$ cat src/logic/idg_pkg.sv
// Shared constants and carrier types for the delta velocity and gyro bias register block.
package idg_pkg;

  // ********************************************************************
  // Widths
  // ********************************************************************

  // One register word, as seen by the host.
  localparam int unsigned IDG_WORD_W = 16;
  // One combined two-word value.
  localparam int unsigned IDG_AXIS_W = 32;
  // Byte address width of the register port.
  localparam int unsigned IDG_ADDR_W = 7;

  // ********************************************************************
  // Register byte addresses
  // ********************************************************************

  // Each register spans two bytes; the odd byte selects the same word.
  localparam logic [6:0] IDG_ADDR_ZVEL_LOW = 7'h38;
  localparam logic [6:0] IDG_ADDR_ZVEL_HIGH = 7'h3a;
  localparam logic [6:0] IDG_ADDR_RATE_X_LOW = 7'h40;
  localparam logic [6:0] IDG_ADDR_RATE_X_HIGH = 7'h42;
  localparam logic [6:0] IDG_ADDR_RATE_Y_LOW = 7'h44;
  localparam logic [6:0] IDG_ADDR_RATE_Y_HIGH = 7'h46;
  localparam logic [6:0] IDG_ADDR_RATE_Z_LOW = 7'h48;
  localparam logic [6:0] IDG_ADDR_RATE_Z_HIGH = 7'h4a;

  // ********************************************************************
  // Reset and answer values
  // ********************************************************************

  // Reset value of every bias word.
  localparam logic [15:0] IDG_BIAS_RESET = 16'h0000;
  // Word returned for an address outside this block.
  localparam logic [15:0] IDG_UNMAPPED_DATA = 16'h0000;
  // Reset value of the velocity snapshot, which has no defined value for software.
  localparam logic [31:0] IDG_ZVEL_RESET = 32'h0000_0000;

  // ********************************************************************
  // Timing
  // ********************************************************************

  // Core clock rate in hertz.
  localparam int unsigned IDG_CLK_HZ = 100_000_000;
  // Internal processing rate of the compensated signal chain in hertz.
  localparam int unsigned IDG_PROC_HZ = 2000;
  // Clock cycles between two processing ticks.
  localparam int unsigned IDG_PROC_CYCLES = IDG_CLK_HZ / IDG_PROC_HZ;
  // Width of the tick counter.
  localparam int unsigned IDG_TICK_W = 16;

  // ********************************************************************
  // Carrier types
  // ********************************************************************

  // One host register access.
  typedef struct packed {
    logic wr;
    logic rd;
    logic [6:0] addr;
    logic [15:0] wdata;
  } idg_reg_req_t;

  // One signed 32-bit value for each gyro axis.
  typedef struct packed {
    logic signed [31:0] x;
    logic signed [31:0] y;
    logic signed [31:0] z;
  } idg_axes_t;

endpackage : idg_pkg

$ cat src/logic/idg_bias_add.sv
// Saturating signed adder that applies one axis bias to one compensated sample.
`timescale 1ns/1ns
module idg_bias_add (
  // Operands.
  input wire logic signed [31:0] sample_i,
  input wire logic signed [31:0] bias_i,
  // Result.
  output logic signed [31:0] sum_o
);

  // ********************************************************************
  // Addition
  // ********************************************************************

  // One guard bit shows an overflow of the 32-bit range.
  logic signed [32:0] wide;

  // Saturate rather than wrap, so a large bias never flips the sign of the rate.
  always_comb begin
    wide = 33'(sample_i) + 33'(bias_i);
    if (wide[32] != wide[31]) begin
      // Overflow: clamp to the end of the range on the true sign.
      sum_o = wide[32] ? 32'sh8000_0000 : 32'sh7fff_ffff;
    end else begin
      // In range: keep the plain two's complement sum.
      sum_o = wide[31:0];
    end
  end

endmodule : idg_bias_add

$ cat src/logic/idg_regs.sv
// Z-axis delta velocity output words and user gyro bias registers with bias application.
//
// Function
// - Velocity upper word: read-only 16-bit two's complement.
// - Lower word extends velocity to 32 bits.
// - Velocity words at 0x38, 0x3A, read-only.
// - 16-bit view: signed code passed unchanged.
// - 32-bit view: signed code passed unchanged.
// - Apply bias at 2000 Hz processing tick.
// - Factory coefficients never reachable by host.
// - X bias words at 0x40 and 0x42.
// - Y bias words at 0x44 and 0x46.
// - Z bias words at 0x48 and 0x4A.
// - Bias words read/write, reset zero, restorable.
// - Bias upper word scaled like rate word.
// - Combined bias encoded like 32-bit rate.
`timescale 1ns/1ns
module idg_regs #(
  // Cycles between processing ticks; shorten for simulation.
  parameter int unsigned PROC_CYCLES = idg_pkg::IDG_PROC_CYCLES
) (
  // Clock and reset.
  input wire logic clk_i,
  input wire logic resetn_i,
  // Host register port.
  input wire idg_pkg::idg_reg_req_t reg_req_i,
  output logic [15:0] rd_data_o,
  output logic rd_valid_o,
  // Factory-compensated gyro samples and the z delta velocity result.
  input wire idg_pkg::idg_axes_t gyro_raw_i,
  input wire logic [31:0] zvel_i,
  input wire logic zvel_valid_i,
  // Restore path from the backup store.
  input wire logic restore_i,
  input wire idg_pkg::idg_axes_t restore_data_i,
  // Corrected rates and the bias values for backup.
  output idg_pkg::idg_axes_t rate_o,
  output logic rate_valid_o,
  output idg_pkg::idg_axes_t bias_o
);

  // ********************************************************************
  // State
  // ********************************************************************

  // Last tick counter value before it wraps.
  localparam logic [15:0] TICK_LAST = 16'(PROC_CYCLES - 1);

  // Every flip-flop of the block lives in this one record.
  typedef struct packed {
    idg_pkg::idg_axes_t bias;
    idg_pkg::idg_axes_t rate;
    logic rate_valid;
    logic [31:0] zvel;
    logic [15:0] rdata;
    logic rdata_valid;
    logic [15:0] tick_cnt;
  } idg_state_t;

  // Registered state and its next value.
  idg_state_t state_reg;
  idg_state_t state_next;
  // Processing tick, high for one cycle every PROC_CYCLES cycles.
  logic tick;
  // Biased samples from the three adders, one net each so every adder has a driver of its own.
  logic signed [31:0] sum_x;
  logic signed [31:0] sum_y;
  logic signed [31:0] sum_z;
  // The three biased samples gathered for the rate register.
  idg_pkg::idg_axes_t sum;

  // Register word selected by the byte address; the low address bit is ignored.
  function automatic logic hit(input logic [6:0] addr, input logic [6:0] offset);
    hit = (addr[6:1] == offset[6:1]);
  endfunction : hit

  // ********************************************************************
  // Bias adders
  // ********************************************************************

  // The tick is a decode of the free-running counter.
  assign tick = (state_reg.tick_cnt == TICK_LAST);

  // X axis adder.
  idg_bias_add u_add_x (
    .sample_i(gyro_raw_i.x),
    .bias_i(state_reg.bias.x),
    .sum_o(sum_x)
  );

  // Y axis adder.
  idg_bias_add u_add_y (
    .sample_i(gyro_raw_i.y),
    .bias_i(state_reg.bias.y),
    .sum_o(sum_y)
  );

  // Z axis adder.
  idg_bias_add u_add_z (
    .sample_i(gyro_raw_i.z),
    .bias_i(state_reg.bias.z),
    .sum_o(sum_z)
  );

  // Pack the three sums in axis order, x in the top word as in the carrier type.
  assign sum = {sum_x, sum_y, sum_z};

  // ********************************************************************
  // Next state
  // ********************************************************************

  // All updates of the block are worked out here in one pass.
  always_comb begin
    state_next = state_reg;
    state_next.rdata_valid = 1'b0;
    state_next.rate_valid = 1'b0;
    // Free-running processing counter.
    if (tick) begin
      state_next.tick_cnt = 16'h0000;
    end else begin
      state_next.tick_cnt = state_reg.tick_cnt + 16'h0001;
    end
    // The bias follows the factory stage, once per processing tick.
    if (tick) begin
      state_next.rate = sum;
      state_next.rate_valid = 1'b1;
    end
    // Keep the newest velocity result; its code is passed through unchanged.
    if (zvel_valid_i) begin
      state_next.zvel = zvel_i;
    end
    // A restore loads all bias words; a host write in the same cycle wins below.
    if (restore_i) begin
      state_next.bias = restore_data_i;
    end
    // Host writes reach only the bias words; velocity words ignore writes.
    if (reg_req_i.wr) begin
      if (hit(reg_req_i.addr, idg_pkg::IDG_ADDR_RATE_X_LOW)) begin
        state_next.bias.x[15:0] = reg_req_i.wdata;
      end
      if (hit(reg_req_i.addr, idg_pkg::IDG_ADDR_RATE_X_HIGH)) begin
        state_next.bias.x[31:16] = reg_req_i.wdata;
      end
      if (hit(reg_req_i.addr, idg_pkg::IDG_ADDR_RATE_Y_LOW)) begin
        state_next.bias.y[15:0] = reg_req_i.wdata;
      end
      if (hit(reg_req_i.addr, idg_pkg::IDG_ADDR_RATE_Y_HIGH)) begin
        state_next.bias.y[31:16] = reg_req_i.wdata;
      end
      if (hit(reg_req_i.addr, idg_pkg::IDG_ADDR_RATE_Z_LOW)) begin
        state_next.bias.z[15:0] = reg_req_i.wdata;
      end
      if (hit(reg_req_i.addr, idg_pkg::IDG_ADDR_RATE_Z_HIGH)) begin
        state_next.bias.z[31:16] = reg_req_i.wdata;
      end
    end
    // A read answers on the next edge from the current register contents.
    if (reg_req_i.rd) begin
      state_next.rdata_valid = 1'b1;
      if (hit(reg_req_i.addr, idg_pkg::IDG_ADDR_ZVEL_LOW)) begin
        state_next.rdata = state_reg.zvel[15:0];
      end else if (hit(reg_req_i.addr, idg_pkg::IDG_ADDR_ZVEL_HIGH)) begin
        state_next.rdata = state_reg.zvel[31:16];
      end else if (hit(reg_req_i.addr, idg_pkg::IDG_ADDR_RATE_X_LOW)) begin
        state_next.rdata = state_reg.bias.x[15:0];
      end else if (hit(reg_req_i.addr, idg_pkg::IDG_ADDR_RATE_X_HIGH)) begin
        state_next.rdata = state_reg.bias.x[31:16];
      end else if (hit(reg_req_i.addr, idg_pkg::IDG_ADDR_RATE_Y_LOW)) begin
        state_next.rdata = state_reg.bias.y[15:0];
      end else if (hit(reg_req_i.addr, idg_pkg::IDG_ADDR_RATE_Y_HIGH)) begin
        state_next.rdata = state_reg.bias.y[31:16];
      end else if (hit(reg_req_i.addr, idg_pkg::IDG_ADDR_RATE_Z_LOW)) begin
        state_next.rdata = state_reg.bias.z[15:0];
      end else if (hit(reg_req_i.addr, idg_pkg::IDG_ADDR_RATE_Z_HIGH)) begin
        state_next.rdata = state_reg.bias.z[31:16];
      end else begin
        // Nothing else is mapped here, so no calibration internals can leak out.
        state_next.rdata = idg_pkg::IDG_UNMAPPED_DATA;
      end
    end
  end

  // ********************************************************************
  // State register
  // ********************************************************************

  // Reset clears the bias words; the velocity snapshot resets only for determinism.
  always_ff @(posedge clk_i or negedge resetn_i) begin
    if (!resetn_i) begin
      state_reg.bias <= {3{idg_pkg::IDG_BIAS_RESET, idg_pkg::IDG_BIAS_RESET}};
      state_reg.rate <= '0;
      state_reg.rate_valid <= 1'b0;
      state_reg.zvel <= idg_pkg::IDG_ZVEL_RESET;
      state_reg.rdata <= 16'h0000;
      state_reg.rdata_valid <= 1'b0;
      state_reg.tick_cnt <= 16'h0000;
    end else begin
      state_reg <= state_next;
    end
  end

  // ********************************************************************
  // Outputs
  // ********************************************************************

  // Every output is a field of the state register.
  assign rd_data_o = state_reg.rdata;
  assign rd_valid_o = state_reg.rdata_valid;
  assign rate_o = state_reg.rate;
  assign rate_valid_o = state_reg.rate_valid;
  assign bias_o = state_reg.bias;
endmodule : idg_regs

$ cat config.mk
export PLATFORM = sky130hd
export DESIGN_NAME = idg_regs
export DESIGN_NICKNAME = d
export VERILOG_FILES = /design/src/logic/idg_pkg.sv /design/src/logic/idg_bias_add.sv /design/src/logic/idg_regs.sv
export SDC_FILE = /design/constraint.sdc
export NUM_CORES = 1
export LEC_CHECK = 0
export BUFFER_PORTS_ARGS = -buffer_cell sky130_fd_sc_hd__clkbuf_2
export CELL_PAD_IN_SITES_DETAIL_PLACEMENT = 0
export CELL_PAD_IN_SITES_GLOBAL_PLACEMENT = 1
export CORE_ASPECT_RATIO = 1.2
export CORE_MARGIN = 2
export CORE_UTILIZATION = 44
export DETAILED_ROUTE_END_ITERATION = 8
export PLACE_DENSITY_LB_ADDON = 0.3
export SLEW_MARGIN = 20
export SYNTH_ARGS = -nofsm -noshare
export SYNTH_HDL_FRONTEND = slang
export SYNTH_SLANG_ARGS = --single-unit
$ cat constraint.sdc
create_clock -name clk_i -period 4.5 [get_ports clk_i]
set_input_delay 0 -clock clk_i [delete_from_list [all_inputs] [get_ports clk_i]]
set_output_delay 0 -clock clk_i [all_outputs]
set_load 0.01 [all_outputs]
==> results.txt, run 1 <==
----------------------------------------------------
[Final layout]
  Most common cell after layout, fill and taps aside ... clkbuf_2
  Fraction of layout cells with a size suffix above 1 ... 23.40%
  Area growth from synthesis to layout ... 25.17%
  Post-layout instance area ... 0.02306 sq mm
  Final instance count without filler cells ... 3,092
  Highest-count cells in the layout ignoring fill and taps ... clkbuf_2, dfrtp_1, dlygate4sd3_1, nor2_1, a21oi_1
  Net count, final ... 2,869

[Synthesis]
  Post-synthesis cell area ... 0.01842 sq mm
  Syn. warnings ... 0
  Ys async rst share ... 100.0%
  Number of nets in the synthesized netlist ... 2,422
  Flops & latches, synth ... 258
  Proportion of synthesized chip area in sequential cells ... 35.05%
  Instance count of the mapped netlist ... 2,069
  Post-synth top flop ... dfrtp_1
  Per-instance average area after synthesis ... 8.903 sq um
  Number of enable flip-flop cells after synthesis ... 0
  Yosys cell types ... 75

[Global routing]
  Largest net degree at the start of global routing ... 127
  Wire length of the first global-routing pass ... 102,900 microns
  Total grt overflow ... 0
  All-Layer GR Usage ... 31.34%
  Number of antenna violations at the first check in global routing ... 8
  Number of global-route vias before repair ... 17,240

[Floorplanning]
  Die span in x ... 190.8 microns
  Vert. Die Dim ... 228.1 microns
  Site row count ... 82
  Effective utilization at floorplan ... 44.33%
  Top-level I/O count ... 463
  Full die area ... 0.04352 sq mm
  Core footprint ... 0.04155 sq mm

[Timing]
  Post-layout min period ... 3.764 ns
  Number of endpoints with negative hold slack in the final report ... 0
  Transition at the pin with the smallest max-transition slack ... 1.008 ns
  Clk_skew ... 0.01500 ns
  Share of the cycle needed by the critical path after routing ... 83.64%
  Setup-violating endpoint count in the final report ... 0
  Final max-slew violation count ... 0
  Max frequency ... 265.7 MHz
  Max-slew headroom at the worst pin ... 32.79%
  Setup TNS ... 0 ns
  RSZ-0062 raised after global routing ... false

[Clock network]
  CTS tree ... yes
  Maximum buffer depth of the clock tree ... 3
  Clock Sinks ... 258
  Clock Root Buffer ... clkbuf_16
  Register clock-pin slew on the reported worst setup and hold paths ... 0.06 ns
  CTS Buf Count ... 29
  H-tree depth reported by CTS ... 1
  Later-pin clock latency in the skew report ... 0.59 ns

[Pwr]
  Peak supply drop ... 295.4 uV
  Leak pwr ... 11.18 nW
  Cell Pwr Density ... 332.8 mW/mm^2

[Critical path]
  FF-to-FF setup slack ... 0.74 ns
  Type of element launching the critical path ... flip-flop
  Launching point of the worst reg2reg path ... bias_o[81]$_DFF_PN0_
  Required arrival time at the worst endpoint ... 4.92 ns
  Max FO, Critical Path ... 22
  Arrival time of data at the critical path endpoint ... 4.18 ns
  Worst reg2reg path depth ... 10
  Element type at the critical path end ... flip-flop
  Startpoint-to-endpoint class of the critical path ... flip-flop to flip-flop
  Reg2Reg Capture Point ... rate_o[75]$_DFFE_PN0P_

[Min path]
  Cells on Worst Hold Path ... 5
  Hold_sp ... gyro_raw_i[47]
  Hold EP ... rate_o[47]$_DFFE_PN0P_
  Class of the tightest hold or removal check ... input pin to flip-flop

[Placed design]
  Placement Cell Area ... 0.01968 sq mm
  Half-perimeter wire length after detailed placement ... 52,600 microns
  Routability congestion estimate from global placement ... 0.9000
  Cell count after placement ... 2,791
  IO buf count ... 461

[Status]
  Run status ... completed

[Route]
  Remaining routing DRC violations ... 0
  Detailed-route vias per instance ... 5.569
  Routed Wire Length ... 70,050 microns
  Number of nets with antenna violations after routing ... 0
  Overall via count from detail_route ... 17,220
  Count of TritonRoute iterations in the first routing pass ... 7
  Per-cell routed wire length ... 22.65 microns
  Number of violations reported at the end of detailed-routing iteration 0 ... 1,017

[Run]
  Max Cap Viol ... 0

----------------------------------------------------
[final cells by class]
class / count / area (sq um)
fill: 3944 / 18500
multi-input combinational: 1462 / 9883
sequential: 258 / 6456
timing repair buffer: 725 / 4923
clock buffer: 44 / 832.0
tap: 546 / 683.2
inverter: 40 / 150.1
clock inverter: 9 / 108.9
antenna: 8 / 20.02
[how the worst max path moves through the flow]
| stage | endpoint | startpoint | cells past startpoint |
|---|---|---|---|
| final | rate_o[75]$_DFFE_PN0P_ | bias_o[81]$_DFF_PN0_ | 10 |
| after global routing | rate_o[69]$_DFFE_PN0P_ | bias_o[81]$_DFF_PN0_ | 10 |
| after global placement | rate_o[72]$_DFFE_PN0P_ | bias_o[81]$_DFF_PN0_ | 10 |
| after CTS | rate_o[88]$_DFFE_PN0P_ | bias_o[81]$_DFF_PN0_ | 10 |
| after detailed placement | rate_o[88]$_DFFE_PN0P_ | bias_o[81]$_DFF_PN0_ | 10 |
| after floorplan | rate_o[11]$_DFFE_PN0P_ | bias_o[0]$_DFF_PN0_ | 13 |
[what timing repair did]
item,in CTS,in global routing
setup buffers,0,0
gates resized for setup,0,0
endpoints found under the hold margin,266,0
hold buffers,239,0
[cells by family after synthesis]
group           Yosys count  synth area share, %
buf+inv                 349                11.47
flops                   258                35.05
compound gates          596                20.35
simple gates            505                12.25
xor+xnor                 82                3.899
fa+ha+maj               109                7.424
mux                     170                9.557
[worst max-delay path: stages, from the launching register on]
cell and delay [ns]:
dfrtp_1 0.47, ha_1 0.42, and2_1 0.20, a221o_1 0.34
a21o_1 0.21, a211o_1 0.31, o21ai_1 0.32, o31ai_1 0.16
or2_1 0.29, o21ai_2 0.66, o21ai_0 0.21
[stage by stage]
step	hold WS, ns	setup slack [ns]	power, mW	utilization (%)
6_report	0.02038	0.7363	7.674	55.49
5_1_grt	0.04887	0.4949	8.045	55.48
4_1_cts	0.001710	0.7661	7.669	55.39
3_5_place_dp	0.1915	0.7783	4.999	47.37
3_3_place_gp	0.1862	0.8712	4.975	47.37
2_1_floorplan	-0.2956	1.501	4.285	-
[power breakdown]
part	switching [mW]	internal (mW)
logic	1.41	1.13
registers	0.233	2.47
clock network	1.05	1.39
[per-layer routing]
metal	GRT usage [%]	wire length [microns]	part of all wire [%]	vias up
met2	52.05	33410	48	658
met4	15.07	3528	5.0	2
met3	5.585	4737	6.8	168
met1	39.12	28360	40	8321
met5	0	10	0.014	-
li1	-	-	-	8071
[cell usage after synthesis (40+ instances only)]
library cell	n	share of area (%)
xnor2_1	45	2.1
a21o_1	54	2.2
inv_1	40	0.82
clkbuf_1	75	1.5
o211ai_1	43	1.8
nor2_1	184	3.7
ha_1	97	6.6
o21ai_0	156	4.2
buf_4	208	8.5
a21oi_1	177	4.8
nand2_1	166	3.4
mux2i_1	132	7.2
dfrtp_1	258	35
Note: power is estimated with default switching activity, not from simulation.
==> run 2: changes to the inputs <==
- ABC_AREA: default -> 1
- CORE_UTILIZATION: 44 -> 40
- clock period: 4.5 -> 3.54 ns (I/O delays scaled with it)
==> run 2 against run 1 <==
Effect of this change: non-clock buffer count decreased by 20; critical path depth increased by 6; clock skew increased by 0.011 ns; highest routed layer unchanged; via count increased by 20%; final area increased by 11%; global-route usage decreased by 0.53 points; maximum frequency increased by 27%; setup slack got worse by 0.16 ns; wire length increased by 20%; worst hold slack got worse by 0.0015 ns; clock power increased by 41%; area after synthesis increased by 13%.
==> results.txt, run 2 <==
----------------------------------------------------
[Critical path]
  Required arrival time at the worst endpoint ... 3.96 ns
  Startpoint-to-endpoint class of the critical path ... flip-flop to flip-flop
  FF-to-FF setup slack ... 0.57 ns
  Arrival time of data at the critical path endpoint ... 3.38 ns
  Type of element launching the critical path ... flip-flop
  Worst reg2reg path depth ... 16
  Element type at the critical path end ... flip-flop
  Max FO, Critical Path ... 27
  Launching point of the worst reg2reg path ... bias_o[32]$_DFF_PN0_
  Reg2Reg Capture Point ... rate_o[32]$_DFFE_PN0P_

[Route]
  Number of violations reported at the end of detailed-routing iteration 0 ... 1,258
  Per-cell routed wire length ... 20.75 microns
  Detailed route wirelength on metal2 ... 40,870 microns
  Routed Wire Length ... 84,350 microns
  Number of nets with antenna violations after routing ... 0
  Met3 layer wire length in the routed design ... 4502 microns
  Remaining routing DRC violations ... 0
  Highest metal layer with signal wires ... met5
  Metal-1 WL ... 35,020 microns
  Detailed-route vias per instance ... 5.073
  Count of TritonRoute iterations in the first routing pass ... 5
  Overall via count from detail_route ... 20,630

[Global routing]
  Number of antenna violations at the first check in global routing ... 11
  Total grt overflow ... 0
  Wire length of the first global-routing pass ... 124,300 microns
  Largest net degree at the start of global routing ... 124
  All-Layer GR Usage ... 30.81%
  Number of global-route vias before repair ... 20,730

[Timing]
  Setup TNS ... 0 ns
  Transition at the pin with the smallest max-transition slack ... 1.128 ns
  Share of the cycle needed by the critical path after routing ... 83.79%
  Final max-slew violation count ... 0
  RSZ-0062 raised after global routing ... false
  Max-slew headroom at the worst pin ... 24.59%
  Clk_skew ... 0.02609 ns
  Number of endpoints with negative hold slack in the final report ... 0
  Max frequency ... 337.1 MHz
  Hold Worst Slack ... 0.01886 ns
  Setup-violating endpoint count in the final report ... 0
  Post-layout min period ... 2.966 ns

[Final layout]
  Fraction of layout cells with a size suffix above 1 ... 23.11%
  Most common cell after layout, fill and taps aside ... nand2_1
  Final standard cell utilization of the core ... 49.77%
  Area growth from synthesis to layout ... 22.74%
  Highest-count cells in the layout ignoring fill and taps ... nand2_1, clkbuf_2, inv_1, dfrtp_1, dlygate4sd3_1
  Fill cells ... 5,348
  Post-layout instance area ... 0.02561 sq mm
  Net count, final ... 3,697

[Clock network]
  Later-pin clock latency in the skew report ... 0.57 ns
  Register clock-pin slew on the reported worst setup and hold paths ... 0.06 ns
  Clock Sinks ... 258
  Hold bufs inserted after CTS ... 217
  Buffers inserted by post-CTS timing repair ... 0
  CTS Buf Count ... 34
  H-tree depth reported by CTS ... 2
  Maximum buffer depth of the clock tree ... 3
  Post-cts sizing count ... 0
  CTS tree ... yes
  Clock Root Buffer ... clkbuf_16

[Synthesis]
  Per-instance average area after synthesis ... 7.220 sq um
  Instance count of the mapped netlist ... 2,890
  Number of enable flip-flop cells after synthesis ... 0
  Post-synth top flop ... dfrtp_1
  Number of nets in the synthesized netlist ... 3,243
  Ys async rst share ... 100.0%
  Library cell with the highest instance count after synthesis ... nand2_1
  Proportion of synthesized chip area in sequential cells ... 30.94%
  Most instantiated cells after synthesis ... nand2_1, inv_1, dfrtp_1, buf_4, nor2_1
  Leading cell types by total area after synthesis ... dfrtp_1, nand2_1, buf_4
  Flops & latches, synth ... 258
  Post-synthesis cell area ... 0.02087 sq mm
  Yosys cell types ... 44
  Share of the synthesized area in the top cell type ... 30.94%
  Library cell with the largest summed area after synthesis ... dfrtp_1
  Syn. warnings ... 0

[Min path]
  Hold EP ... bias_o[0]$_DFF_PN0_
  Class of the tightest hold or removal check ... input pin to flip-flop
  Hold_sp ... reg_req_i[0]
  Cells on Worst Hold Path ... 3

[Pwr]
  Cell Pwr Density ... 395.2 mW/mm^2
  Peak supply drop ... 450.4 uV
  Leak pwr ... 14.19 nW

[Floorplanning]
  Full die area ... 0.05402 sq mm
  Effective utilization at floorplan ... 40.55%
  Top-level I/O count ... 463
  Site row count ... 91
  Die span in x ... 212.5 microns
  Vert. Die Dim ... 254.2 microns
  Core footprint ... 0.05146 sq mm

[Placed design]
  Placement Cell Area ... 0.02233 sq mm
  Half-perimeter wire length after detailed placement ... 67,450 microns
  Routability congestion estimate from global placement ... 0.9581
  IO buf count ... 461

[Status]
  Run status ... completed

[Run]
  Max Cap Viol ... 0

----------------------------------------------------
[run 2: cell count changes after synthesis, sizes merged, moves of 25 or more]
cell    previous run  this run
nand3             35        90
or2                4       100
o211ai            43         0
a22oi             30         0
nand2            166       789
xnor2             45        15
mux2i            132        31
a21o              54         9
inv               40       345
a21boi             5        81
clkbuf            75        50
nor2             185       211
[run 2: kinds of logic after synthesis]
kind of cell / share of synthesized area, %
xor+xnor: 2.980
simple gates: 25.61
mux: 3.214
compound gates: 15.54
buf+inv: 15.61
fa+ha+maj: 6.104
flops: 30.94
[run 2: routing by layer]
| layer | vias up | global-route usage (%) |
|---|---|---|
| met4 | 12 | 13.53 |
| li1 | 9988 | - |
| met1 | 9768 | 38.25 |
| met3 | 173 | 4.347 |
| met2 | 684 | 53.17 |
| met5 | - | 0 |
[run 2: how the worst max path moves through the flow]
stage	slack (ns)	startpoint	to
2_1_floorplan	1.22	bias_o[32]$_DFF_PN0_	rate_o[39]$_DFFE_PN0P_
3_3_place_gp	0.66	bias_o[32]$_DFF_PN0_	rate_o[38]$_DFFE_PN0P_
3_5_place_dp	0.58	bias_o[32]$_DFF_PN0_	rate_o[38]$_DFFE_PN0P_
4_1_cts	0.56	bias_o[32]$_DFF_PN0_	rate_o[32]$_DFFE_PN0P_
5_1_grt	0.36	bias_o[0]$_DFF_PN0_	rate_o[28]$_DFFE_PN0P_
6_report	0.57	bias_o[32]$_DFF_PN0_	rate_o[32]$_DFFE_PN0P_
[run 2: cell type report]
class                           instances  area, sq um  area share (%)
Tap cell                              697        872.1           3.405
Inverter                              345         1295           5.056
Clock buffer                           48        953.4           3.723
Multi-Input combinational cell       2000        11170           43.61
Clock inverter                         11        137.6          0.5374
Timing Repair Buffer                  705         4723           18.44
Antenna cell                            2        5.005         0.01954
Sequential cell                       258         6456           25.21
[run 2: power by group]
group / switching [mW] / internal [mW] / total [mW] / leakage, nW
logic: 2.09 / 1.23 / 3.32 / 10.4
clock network: 1.48 / 1.98 / 3.45 / 0.529
registers: 0.232 / 3.12 / 3.35 / 3.28
[run 2: critical path, stage by stage (launching register included)]
cell	delay (ns)
dfrtp_1	0.43
ha_1	0.23
inv_1	0.06
fa_1	0.42
inv_1	0.14
nand2_1	0.06
nand2_1	0.08
nand3_1	0.08
nand2_2	0.13
nand2_2	0.06
nand2_2	0.12
nand2_2	0.09
nand3_1	0.09
nand2_2	0.14
a21oi_4	0.17
buf_4	0.38
a21boi_1	0.12
[run 2: per-stage QoR]
step / power, mW / std cells / setup slack (ns)
after floorplan: 5.417 / 2890 / 1.221
after global placement: 6.440 / 3788 / 0.6600
after detailed placement: 6.445 / 3788 / 0.5838
after CTS: 10.17 / 4064 / 0.5622
after global routing: 10.66 / 4066 / 0.3577
final: 10.12 / 4066 / 0.5739
